## src/logic/fspc_pkg.sv

```systemverilog
// Constants, types and register map of the flash self-programming controller
package fspc_pkg;
  localparam logic [7:0] CSR_OFF = 8'h00;
  localparam logic [7:0] PTR_OFF = 8'h04;
  localparam logic [7:0] OPND_OFF = 8'h08;
  localparam logic [7:0] STORE_OFF = 8'h0C;
  localparam logic [7:0] LOAD_OFF = 8'h10;
  localparam int IE_BIT = 7;
  localparam int BUSY_BIT = 6;
  localparam int RES_BIT = 5;
  localparam int CMD_W = 5;
  localparam logic [7:0] CSR_RESET = 8'h00;
  localparam logic [4:0] CMD_NONE = 5'h00;
  localparam logic [4:0] CMD_REEN = 5'h11;
  localparam logic [4:0] CMD_LOCK = 5'h09;
  localparam logic [4:0] CMD_WRITE = 5'h05;
  localparam logic [4:0] CMD_ERASE = 5'h03;
  localparam logic [4:0] CMD_FILL = 5'h01;
  localparam logic [2:0] STORE_WINDOW = 3'h4;
  localparam logic [2:0] LOAD_WINDOW = 3'h3;
  localparam logic [2:0] WIN_LAST = 3'h1;
  localparam logic [15:0] APP_RESET_ADDR = 16'h0000;
  localparam logic [15:0] BLANK_WORD = 16'hFFFF;
  localparam logic [7:0] BLANK_BYTE = 8'hFF;
  localparam logic [31:0] ZERO_WORD = 32'h0000_0000;
  localparam int HTRANS_ACTIVE_BIT = 1;
  localparam logic HRESP_OKAY = 1'b0;

  typedef enum logic [1:0] {
    FSPC_IDLE = 2'b00,
    FSPC_ARMED = 2'b01,
    FSPC_BUSY = 2'b10
  } fspc_state_t;

  typedef struct packed {
    logic erase;
    logic write;
    logic lock;
    logic [14:0] word_addr;
    logic [7:0] lock_data;
  } fspc_flash_cmd_t;

  typedef struct packed {
    logic wr;
    logic rd;
    logic [7:0] off;
  } fspc_ahb_req_t;
endpackage : fspc_pkg

```

## src/logic/fspc_ctrl.sv

```systemverilog
// Flash self-programming controller with AHB-Lite register slave
`timescale 1ns/10ps
module fspc_ctrl #(
  parameter int WORD_BITS = 6,
  parameter logic [14:0] HALT_FIRST_WORD = 15'h1C00,
  parameter logic [15:0] BOOT_RESET_ADDR = 16'h1C00
) (
  input wire logic mclk_i,
  input wire logic srst_i,
  input wire logic hsel_i,
  input wire logic [31:0] haddr_i,
  input wire logic [1:0] htrans_i,
  input wire logic hwrite_i,
  input wire logic [2:0] hsize_i,
  input wire logic [31:0] hwdata_i,
  input wire logic hready_i,
  output logic hreadyout_o,
  output logic hresp_o,
  output logic [31:0] hrdata_o,
  input wire logic global_int_en_i,
  output logic ready_irq_o,
  input wire logic boot_vector_select_fuse_i,
  output logic [15:0] reset_vector_o,
  input wire logic [7:0] fuse_low_i,
  input wire logic [7:0] lock_bits_i,
  output logic [14:0] flash_rd_addr_o,
  input wire logic [15:0] flash_rd_word_i,
  output fspc_pkg::fspc_flash_cmd_t flash_cmd_o,
  input wire logic flash_done_i,
  input wire logic [WORD_BITS-1:0] buf_rd_idx_i,
  output logic [15:0] buf_rd_data_o,
  output logic concurrent_read_block_o,
  output logic cpu_halt_o
);
  localparam int PAGE_WORDS = 1 << WORD_BITS;
  localparam logic [14:0] WORD_MASK = 15'(PAGE_WORDS - 1);

  fspc_pkg::fspc_state_t state_r;
  fspc_pkg::fspc_ahb_req_t req_r;
  fspc_pkg::fspc_flash_cmd_t flash_cmd_r;
  logic [2:0] win_r;
  logic [4:0] cmd_r;
  logic ready_interrupt_enable_r;
  logic concurrent_section_busy_r;
  logic halt_op_r;
  logic [14:0] page_r;
  logic [15:0] ptr_r;
  logic [15:0] opnd_r;
  logic [31:0] hrdata_r;
  logic [15:0] buf_mem [PAGE_WORDS];
  logic [PAGE_WORDS-1:0] buf_valid_r;
  logic [15:0] buf_rd_r;
  logic fz1_r;
  logic fz2_r;
  logic fz3_r;
  logic [15:0] vec_r;
  logic addr_ok;
  logic csr_wr;
  logic store_go;
  logic lock_read_go;
  logic ld_rd;
  logic [WORD_BITS-1:0] word_idx;
  logic [7:0] load_byte;

  function automatic logic cmd_legal(input logic [4:0] v);
    cmd_legal = (v == fspc_pkg::CMD_REEN) || (v == fspc_pkg::CMD_LOCK) || (v == fspc_pkg::CMD_WRITE) ||
                (v == fspc_pkg::CMD_ERASE) || (v == fspc_pkg::CMD_FILL);
  endfunction : cmd_legal

  function automatic logic in_halting(input logic [14:0] word_addr);
    in_halting = word_addr >= HALT_FIRST_WORD;
  endfunction : in_halting

  // Bus decode; full-word accesses only, upper address bits alias
  assign addr_ok = hsel_i && htrans_i[fspc_pkg::HTRANS_ACTIVE_BIT] && hready_i;
  assign ld_rd = addr_ok && !hwrite_i && (haddr_i[7:0] == fspc_pkg::LOAD_OFF);
  assign csr_wr = req_r.wr && (req_r.off == fspc_pkg::CSR_OFF);
  assign store_go = req_r.wr && (req_r.off == fspc_pkg::STORE_OFF) && (state_r == fspc_pkg::FSPC_ARMED);
  assign lock_read_go = ld_rd && (state_r == fspc_pkg::FSPC_ARMED) && (cmd_r == fspc_pkg::CMD_LOCK) &&
                        (win_r > (fspc_pkg::STORE_WINDOW - fspc_pkg::LOAD_WINDOW));
  assign word_idx = ptr_r[WORD_BITS:1];

  assign hreadyout_o = 1'b1;
  assign hresp_o = fspc_pkg::HRESP_OKAY;
  assign hrdata_o = hrdata_r;
  assign flash_cmd_o = flash_cmd_r;
  assign buf_rd_data_o = buf_rd_r;
  assign reset_vector_o = vec_r;
  assign flash_rd_addr_o = ptr_r[15:1];
  assign concurrent_read_block_o = concurrent_section_busy_r;
  assign cpu_halt_o = (state_r == fspc_pkg::FSPC_BUSY) && halt_op_r;
  assign ready_irq_o = ready_interrupt_enable_r && global_int_en_i &&
                       (state_r == fspc_pkg::FSPC_IDLE);

  always_ff @(posedge mclk_i)
  begin
    if (srst_i)
    begin
      req_r <= '0;
    end
    else
    begin
      req_r.wr <= addr_ok && hwrite_i;
      req_r.rd <= addr_ok && !hwrite_i;
      req_r.off <= haddr_i[7:0];
    end
  end

  // Loads read through the pointer byte by byte
  always_comb
  begin
    load_byte = ptr_r[0] ? flash_rd_word_i[15:8] : flash_rd_word_i[7:0];
    if (lock_read_go)
    begin
      load_byte = ptr_r[0] ? lock_bits_i : fuse_low_i;
    end
    else if (concurrent_section_busy_r && !in_halting(ptr_r[15:1]))
    begin
      load_byte = fspc_pkg::BLANK_BYTE;
    end
  end

  // Read data captured in the address phase, so a load acts once
  always_ff @(posedge mclk_i)
  begin
    if (srst_i)
    begin
      hrdata_r <= fspc_pkg::ZERO_WORD;
    end
    else if (addr_ok && !hwrite_i)
    begin
      unique case (haddr_i[7:0])
        fspc_pkg::CSR_OFF: hrdata_r <= {24'h000000, ready_interrupt_enable_r, concurrent_section_busy_r,
                                        1'b0, cmd_r};
        fspc_pkg::PTR_OFF: hrdata_r <= {16'h0000, ptr_r};
        fspc_pkg::OPND_OFF: hrdata_r <= {16'h0000, opnd_r};
        fspc_pkg::LOAD_OFF: hrdata_r <= {24'h000000, load_byte};
        default: hrdata_r <= fspc_pkg::ZERO_WORD;
      endcase
    end
  end

  always_ff @(posedge mclk_i)
  begin
    if (srst_i)
    begin
      ptr_r <= 16'h0000;
      opnd_r <= 16'h0000;
      ready_interrupt_enable_r <= fspc_pkg::CSR_RESET[fspc_pkg::IE_BIT];
    end
    else if (req_r.wr)
    begin
      if (req_r.off == fspc_pkg::PTR_OFF)
      begin
        ptr_r <= hwdata_i[15:0];
      end
      if (req_r.off == fspc_pkg::OPND_OFF)
      begin
        opnd_r <= hwdata_i[15:0];
      end
      if (req_r.off == fspc_pkg::CSR_OFF)
      begin
        ready_interrupt_enable_r <= hwdata_i[fspc_pkg::IE_BIT];
      end
    end
  end

  // Command sequencer: arm window, then store, load or timeout
  always_ff @(posedge mclk_i)
  begin
    if (srst_i)
    begin
      state_r <= fspc_pkg::FSPC_IDLE;
      win_r <= 3'h0;
      cmd_r <= fspc_pkg::CMD_NONE;
    end
    else
    begin
      unique case (state_r)
        fspc_pkg::FSPC_BUSY:
        begin
          // Command and store writes are refused here, enable stays high
          if (flash_done_i)
          begin
            state_r <= fspc_pkg::FSPC_IDLE;
            cmd_r <= fspc_pkg::CMD_NONE;
          end
        end
        fspc_pkg::FSPC_IDLE, fspc_pkg::FSPC_ARMED:
        begin
          if (csr_wr && cmd_legal(hwdata_i[fspc_pkg::CMD_W-1:0]))
          begin
            state_r <= fspc_pkg::FSPC_ARMED;
            win_r <= fspc_pkg::STORE_WINDOW;
            cmd_r <= hwdata_i[fspc_pkg::CMD_W-1:0];
          end
          else if (store_go)
          begin
            if (cmd_r == fspc_pkg::CMD_ERASE || cmd_r == fspc_pkg::CMD_WRITE)
            begin
              state_r <= fspc_pkg::FSPC_BUSY;
            end
            else
            begin
              state_r <= fspc_pkg::FSPC_IDLE;
              cmd_r <= fspc_pkg::CMD_NONE;
            end
          end
          else if (lock_read_go || (state_r == fspc_pkg::FSPC_ARMED && win_r == fspc_pkg::WIN_LAST))
          begin
            state_r <= fspc_pkg::FSPC_IDLE;
            cmd_r <= fspc_pkg::CMD_NONE;
          end
          else if (state_r == fspc_pkg::FSPC_ARMED)
          begin
            win_r <= win_r - 3'h1;
          end
        end
        default:
        begin
          state_r <= fspc_pkg::FSPC_IDLE;
          cmd_r <= fspc_pkg::CMD_NONE;
        end
      endcase
    end
  end

  // Operation start: latch page and issue one-cycle flash command
  always_ff @(posedge mclk_i)
  begin
    if (srst_i)
    begin
      flash_cmd_r <= '0;
      page_r <= 15'h0000;
      halt_op_r <= 1'b0;
    end
    else
    begin
      flash_cmd_r.erase <= 1'b0;
      flash_cmd_r.write <= 1'b0;
      flash_cmd_r.lock <= 1'b0;
      if (store_go && (cmd_r == fspc_pkg::CMD_ERASE || cmd_r == fspc_pkg::CMD_WRITE))
      begin
        page_r <= ptr_r[15:1] & ~WORD_MASK;
        halt_op_r <= in_halting(ptr_r[15:1]);
        flash_cmd_r.erase <= cmd_r == fspc_pkg::CMD_ERASE;
        flash_cmd_r.write <= cmd_r == fspc_pkg::CMD_WRITE;
        flash_cmd_r.word_addr <= ptr_r[15:1] & ~WORD_MASK;
      end
      if (store_go && cmd_r == fspc_pkg::CMD_LOCK)
      begin
        flash_cmd_r.lock <= 1'b1;
        flash_cmd_r.lock_data <= opnd_r[7:0];
      end
    end
  end

  always_ff @(posedge mclk_i)
  begin
    if (srst_i)
    begin
      concurrent_section_busy_r <= fspc_pkg::CSR_RESET[fspc_pkg::BUSY_BIT];
    end
    else if (store_go && (cmd_r == fspc_pkg::CMD_ERASE || cmd_r == fspc_pkg::CMD_WRITE))
    begin
      if (!in_halting(ptr_r[15:1]))
      begin
        concurrent_section_busy_r <= 1'b1;
      end
    end
    else if (store_go && (cmd_r == fspc_pkg::CMD_REEN || cmd_r == fspc_pkg::CMD_FILL))
    begin
      concurrent_section_busy_r <= 1'b0;
    end
  end

  // Temporary page buffer; a cleared word reads blank
  always_ff @(posedge mclk_i)
  begin
    if (srst_i)
    begin
      buf_valid_r <= '0;
    end
    else if ((state_r == fspc_pkg::FSPC_BUSY && cmd_r == fspc_pkg::CMD_WRITE && flash_done_i) ||
             (state_r != fspc_pkg::FSPC_BUSY && csr_wr && hwdata_i[fspc_pkg::CMD_W-1:0] == fspc_pkg::CMD_REEN))
    begin
      buf_valid_r <= '0;
    end
    else if (store_go && cmd_r == fspc_pkg::CMD_FILL)
    begin
      buf_valid_r[word_idx] <= 1'b1;
    end
  end

  // A word already loaded keeps its first value until cleared
  always_ff @(posedge mclk_i)
  begin
    if (store_go && cmd_r == fspc_pkg::CMD_FILL && !buf_valid_r[word_idx])
    begin
      buf_mem[word_idx] <= opnd_r;
    end
  end

  always_ff @(posedge mclk_i)
  begin
    if (srst_i)
    begin
      buf_rd_r <= fspc_pkg::BLANK_WORD;
    end
    else
    begin
      buf_rd_r <= buf_valid_r[buf_rd_idx_i] ? buf_mem[buf_rd_idx_i] : fspc_pkg::BLANK_WORD;
    end
  end

  // Fuse is read only; nothing here drives it
  always_ff @(posedge mclk_i)
  begin
    if (srst_i)
    begin
      fz1_r <= 1'b1;
      fz2_r <= 1'b1;
      fz3_r <= 1'b1;
      vec_r <= fspc_pkg::APP_RESET_ADDR;
    end
    else
    begin
      fz1_r <= boot_vector_select_fuse_i;
      fz2_r <= fz1_r;
      fz3_r <= fz2_r;
      if (fz2_r == fz3_r)
      begin
        vec_r <= fz3_r ? fspc_pkg::APP_RESET_ADDR : BOOT_RESET_ADDR;
      end
    end
  end
endmodule : fspc_ctrl

```

## config.mk

```make
export PLATFORM = sky130hd
export DESIGN_NAME = fspc_ctrl
export DESIGN_NICKNAME = d
export VERILOG_FILES = /design/src/logic/fspc_pkg.sv /design/src/logic/fspc_ctrl.sv
export SDC_FILE = /design/constraint.sdc
export NUM_CORES = 1
export LEC_CHECK = 0
export BUFFER_PORTS_ARGS = -buffer_cell sky130_fd_sc_hd__buf_4
export CAP_MARGIN = 20
export CORE_UTILIZATION = 35
export CTS_CLUSTER_SIZE = 12
export DETAILED_ROUTE_END_ITERATION = 8
export PLACE_DENSITY = 0.52
export SYNTH_ARGS = -nofsm -noshare
export SYNTH_HDL_FRONTEND = slang
export SYNTH_SLANG_ARGS = --single-unit
```

## constraint.sdc

```tcl
create_clock -name mclk_i -period 8 [get_ports mclk_i]
set_input_delay 0.8 -clock mclk_i [delete_from_list [all_inputs] [get_ports mclk_i]]
set_output_delay 0.8 -clock mclk_i [all_outputs]
set_load 0.1 [all_outputs]
```

---- Word-level counts from Yosys, hierarchy flattened ----
Memories as Yosys holds them, arrays and structs flattened. A register that Yosys moved wholly into a read port is not among the register bits.
Index checks and enable logic that the tools add are counted.
storage, ports and cells
  RAM bits ................................ 1024
  output and inout port bits .............. 110
  word-level logic and storage cells ...... 146
  input bits .............................. 115
  memories ................................ 1
  bits in registers ....................... 189
memories
  memory   depth  bits a word  read ports  clocked after memory_dff  wr ports  RTL line         source
  buf_mem  64     16           1           1                         1         fspc_ctrl.sv:50  logic [15:0] buf_mem [PAGE_WORDS];
cells by class
  eq/ne operators ......................... 27
  muxes and demuxes ....................... 34
  magnitude comparators ................... 5
  reductions and logical operators ........ 54
  bitwise gates (word level) .............. 3
  add/subtract/negate cells ............... 1
operators by type and width
  operator                                                             number
  OR 64 bit                                                            1
  case mux 16 bit (4 select lines)                                     1
  2-to-1 mux 8 bit                                                     4
  logical AND 1 bit                                                    27
  2-to-1 mux 5 bit                                                     5
  == test 8 x 4 -> 1 bit, second input constant                        3
  == test 8 x 3 -> 1 bit, second input constant                        2
  zero test 8 bit                                                      2
  greater-or-equal comparator 15 x 13 -> 1 bit, second input constant  1
  less-than comparator 6 x 7 -> 1 bit, second input constant           2
  2-to-1 mux 13 bit                                                    1
  binary-select mux 1 bit (select 6 bit)                               2
  2-to-1 mux 3 bit                                                     4
  == test 5 x 1 -> 1 bit, second input constant                        2
  == test 5 x 2 -> 1 bit, second input constant                        2
  == test 5 x 3 -> 1 bit, second input constant                        2
  == test 5 x 4 -> 1 bit, second input constant                        2
  == test 5 bit, second input constant                                 2
  2-to-1 mux 2 bit                                                     5
  case mux 5 bit (2 select lines)                                      1
  AND reduction 2 bit                                                  5
  2-to-1 mux 1 bit                                                     9
  == test 8 x 5 -> 1 bit, second input constant                        1
  logical OR 1 bit                                                     8
  19 further kinds                                                     30

---- Depth between registers and ports, before layout ----
  depth after elaboration ................. 12
  gate-level depth with buffers ........... 10
  depth with buffers taken out ............ 8

---- Worst setup path after synthesis ----
No wires, ideal clock.
  kind .................................... flip-flop to flip-flop
  start point ............................. register req_r[4] (netlist bit)
  end point ............................... memory buf_mem[45][0], enable pin
  arrival time ............................ 4.173 ns
  required time ........................... 7.570 ns
  stages on the path, launching flop included .. 10
  library setup time ...................... 0.430 ns
  buffers on the path ..................... 3
  clock period less this slack ............ 4.603 ns
  setup slack ............................. 3.397 ns
  cell sequence ........................... dfxtp_1 > or4b_4 > or4_1 > clkbuf_2 > or3_1 > buf_2 > a221oi_2 > o221ai_2 > buf_2 > nor4_1
between the ends
  cells in the longest elaborated chain, start to end .. 7
ends and longest elaborated chain
  what                                    RTL line          source
  from (decl)                             fspc_ctrl.sv:39   fspc_pkg::fspc_ahb_req_t req_r;
  == test 8 x 4 -> 1 bit                  fspc_ctrl.sv:78   assign store_go = req_r.wr && (req_r.off == fspc_pkg::STORE_OFF) && (state_r == fspc_pkg::FSPC_ARMED);
  logical AND 1 bit (2 in series)         fspc_ctrl.sv:78
  logical AND 1 bit (2 in series)         fspc_ctrl.sv:298  if (store_go && cmd_r == fspc_pkg::CMD_FILL && !buf_valid_r[word_idx])
  2-to-1 mux 1 bit                        fspc_ctrl.sv:298
  2-to-1 mux 1 bit (implied by the code)  fspc_ctrl.sv:300  buf_mem[word_idx] <= opnd_r;
  to (decl)                               fspc_ctrl.sv:50
No other way between the ends.

---- Worst setup path in the final report ----
  start point ............................. register req_r[4] (netlist bit)
  end point ............................... memory buf_mem[35][13], enable pin
Same word-level chain as after synthesis.

==> impl_metrics.toml <==
[yosys]
yosysMostFrequentCell = "edfxtp_1"
syn_area_per_cell_um2 = 18.07
synth_top_area_share_pct = 65.77
synthCells = 2588
synth_cell_types = 62
synth_area_leaders = "edfxtp_1, mux4_2, dfxtp_1"
synth_common_cells = "edfxtp_1, mux4_2, dfxtp_1, a21oi_1, a22oi_1"
synth_ff_type = "edfxtp_1"
ys_warn_count = 0
ys_async_sr_fraction_pct = 0
synth-edff-count = 1024
synth_area_um2 = 46750
synth_seq_cells = 1198
ys_seq_area_share_pct = 73.22
synth_top_area_cell = "edfxtp_1"

[die]
placementRows = 133
core_um2 = 132000
fp.dieH_um = 367.5
die_w_um = 367.5
die_area_um2 = 135100
start_util_pct = 35.43
ios = 225

[grt]
grt_use_met2_pct = 29.14
grt_first_pass_wirelength_um = 177200
met3_usage_pct = 3.024
use_met1_pct = 24.74
grtUsageTotal_pct = 17.96
grt.overflow.total = 0
grt_start_max_net_pins = 117
grt_pass1_vias = 25444
busiest_layer = "met2"
grt_antenna_before_repair = 2

[critical_path]
regToRegStartpoint = "req_r[4]"
cp-end-kind = "flop"
path_max_fanout = 16
worstSetupStartpointType = "flop"
startpoint = "req_r[4]"
worstSetupPathType = "flop to flop"
slowest_delay_ns = 0.99
critPathBufInv = 0
required_ns = 8.34
cp_top_family = "simple AND/OR/NAND/NOR gates"
arrival_ns = 4.84
cp_cell_sequence = "or4b_4, or4_1, or3_1, a221oi_2, nand2_1, nor2_2"
crit_slowest_cell = "nor2_2"

[sta]
fin_setup_tns_ns = 0
slew_headroom_pct = 26.39
finalSetupViolations = 0
fmax_mhz = 222.0
hold_violations = 0
timing.final.crit_share_pct = 56.31
skew_ns = 0.02849
rsz0062_at_grt = "no"
setup_ws_ns = 3.495
slew_violations = 0
fin_crit_ns = 4.505
tightestPinTransition_ns = 1.101

[clock_network]
clock_sinks = 1198
clockRootBuffer = "clkbuf_16"
cts_tree = "done"
clock_path_buffers = 3
clkTransAtPathRegs_ns = 0.06
holdBufCountCts = 0
clk_latency_ns = 0.74
cts_setup_buffers = 0
cts_max_level = 4
cts_buffers = 132
post_cts_resized = 0

[power]
leakage_uw = 0.01756
power_density_nw_per_um2 = 237.0
peakVddDrop_mv = 0.2005

[hold_path]
hp-class = "input port to flop"
min-delay-start = "boot_vector_select_fuse_i"

[placement]
port_buffers = 143
place_hpwl_um = 69610
dp_slack_ns = 3.375
gp_congestion = 0.7999

[job]
maxCapViolations = 0

[drt]
drt-initial-drc-count = 2097
routed_wl_um = 121100
wl_per_cell_um = 26.08
route.detailed.drc = 0
num_vias = 24898
drtPass1Iterations = 7
antenna_left = 0
vias_per_cell = 5.361

[outcome]
run_status = "finished clean"

[finish]
layout.nets = 2908
fillers = 11744
drive_above_1_share_pct = 27.76
syn2layout_area_growth_pct = 16.36
==> cells by family after synthesis <==
logic type	Yosys count	synth area share [%]
other	2	0.01606
muxes	324	14.35
xor gates and xnor gates	1	0.01874
AOI/OAI and AO/OA	395	5.467
adders and majority gates	3	0.07492
DFF	1198	73.22
buffers and inverters	226	2.323
and+or+nand+nor	439	4.536
==> power by group <==
part           switching, µW  leakage [µW]  internal (µW)
clock                   2400       0.00193           3230
combinational            378       0.00474            194
sequential              3.18        0.0109           6690
==> metal layers <==
metal	wire length [µm]	up-vias
li1	-	10809
met1	52580	13114
met2	59350	803
met3	6344	172
met4	2856	0
met5	0	-
==> per-stage QoR <==
stage	cell area, µm²	cells	util, %	power, µW	hold WS, ns
detailed placement	50310	4406	38.13	7400	0.4128
CTS	54290	4634	41.14	13030	0.2027
global route	54390	4640	41.22	13300	0.2265
global placement	50290	4404	38.11	7395	0.3962
finish	54400	4644	41.23	12890	0.2519
floorplan	46890	2623	-	7235	0.3895
==> worst reg2reg max path: cells and delay by family (launching register included) <==
family	cells	cell delay (ns)
AND/OR/NAND/NOR	5	3.37
AO/OA/AOI/OAI	1	0.43
flip-flops	1	0.30
==> sequential cells by signal (all words and copies together) (netlist names), 2 cells and up <==
name and flops:
win_r 3, req_r 9, buf_mem 1024, hrdata_o 16
buf_rd_data_o 16, ptr_r 16, flash_cmd_o 20, cmd_r 5
opnd_r 16, state_r 2, buf_valid_r 64
==> path summary, 6_finish.rpt <==
path | to | slack [ns] | cells past startpoint
worst max-delay path | buf_mem[35][13] | 3.49 | 6
worst min-delay path | fz1_r | 0.25 | 2
worst max register to register | buf_mem[35][13] | 3.49 | 6
worst min register to register | fz2_r | 0.42 | 1
==> area by class of cell <==
class	instances	area [µm²]	share of cell area [%]
Multi-Input combinational cell	1199	11920	21.91
Sequential cell	1198	34250	62.96
Clock buffer	177	3606	6.628
Inverter	7	26.28	0.04830
Clock inverter	51	367.9	0.6762
Tap cell	1755	2196	4.036
Antenna cell	4	10.01	0.01840
Timing Repair Buffer	253	2023	3.719
==> cell usage in the layout, fill, tap and decap left out, types with 6 or more instances in the layout <==
cell,synthesis,routed
and3_1,7,7
edfxtp_1,1024,1024
clkinv_2,0,9
nor3_2,1,32
clkbuf_1,99,35
a22o_1,17,17
nor2b_1,39,37
clkbuf_8,0,7
mux2i_1,39,39
o21ai_0,14,14
nand3_1,39,39
nor3b_1,8,8
mux2_2,9,9
buf_4,54,241
a21oi_1,173,173
nand2_1,106,105
dfxtp_1,174,158
o31ai_1,8,8
a2111oi_0,16,16
nand2b_1,8,8
nor2_2,0,8
conb_1,2,37
mux4_2,276,276
or3_1,6,6
clkinv_1,0,25
dfxtp_2,0,16
clkbuf_16,0,135
nor2_1,137,128
nor4_2,0,17
inv_1,7,7
a22oi_1,150,150
Note: power is estimated with default switching activity, not from simulation.
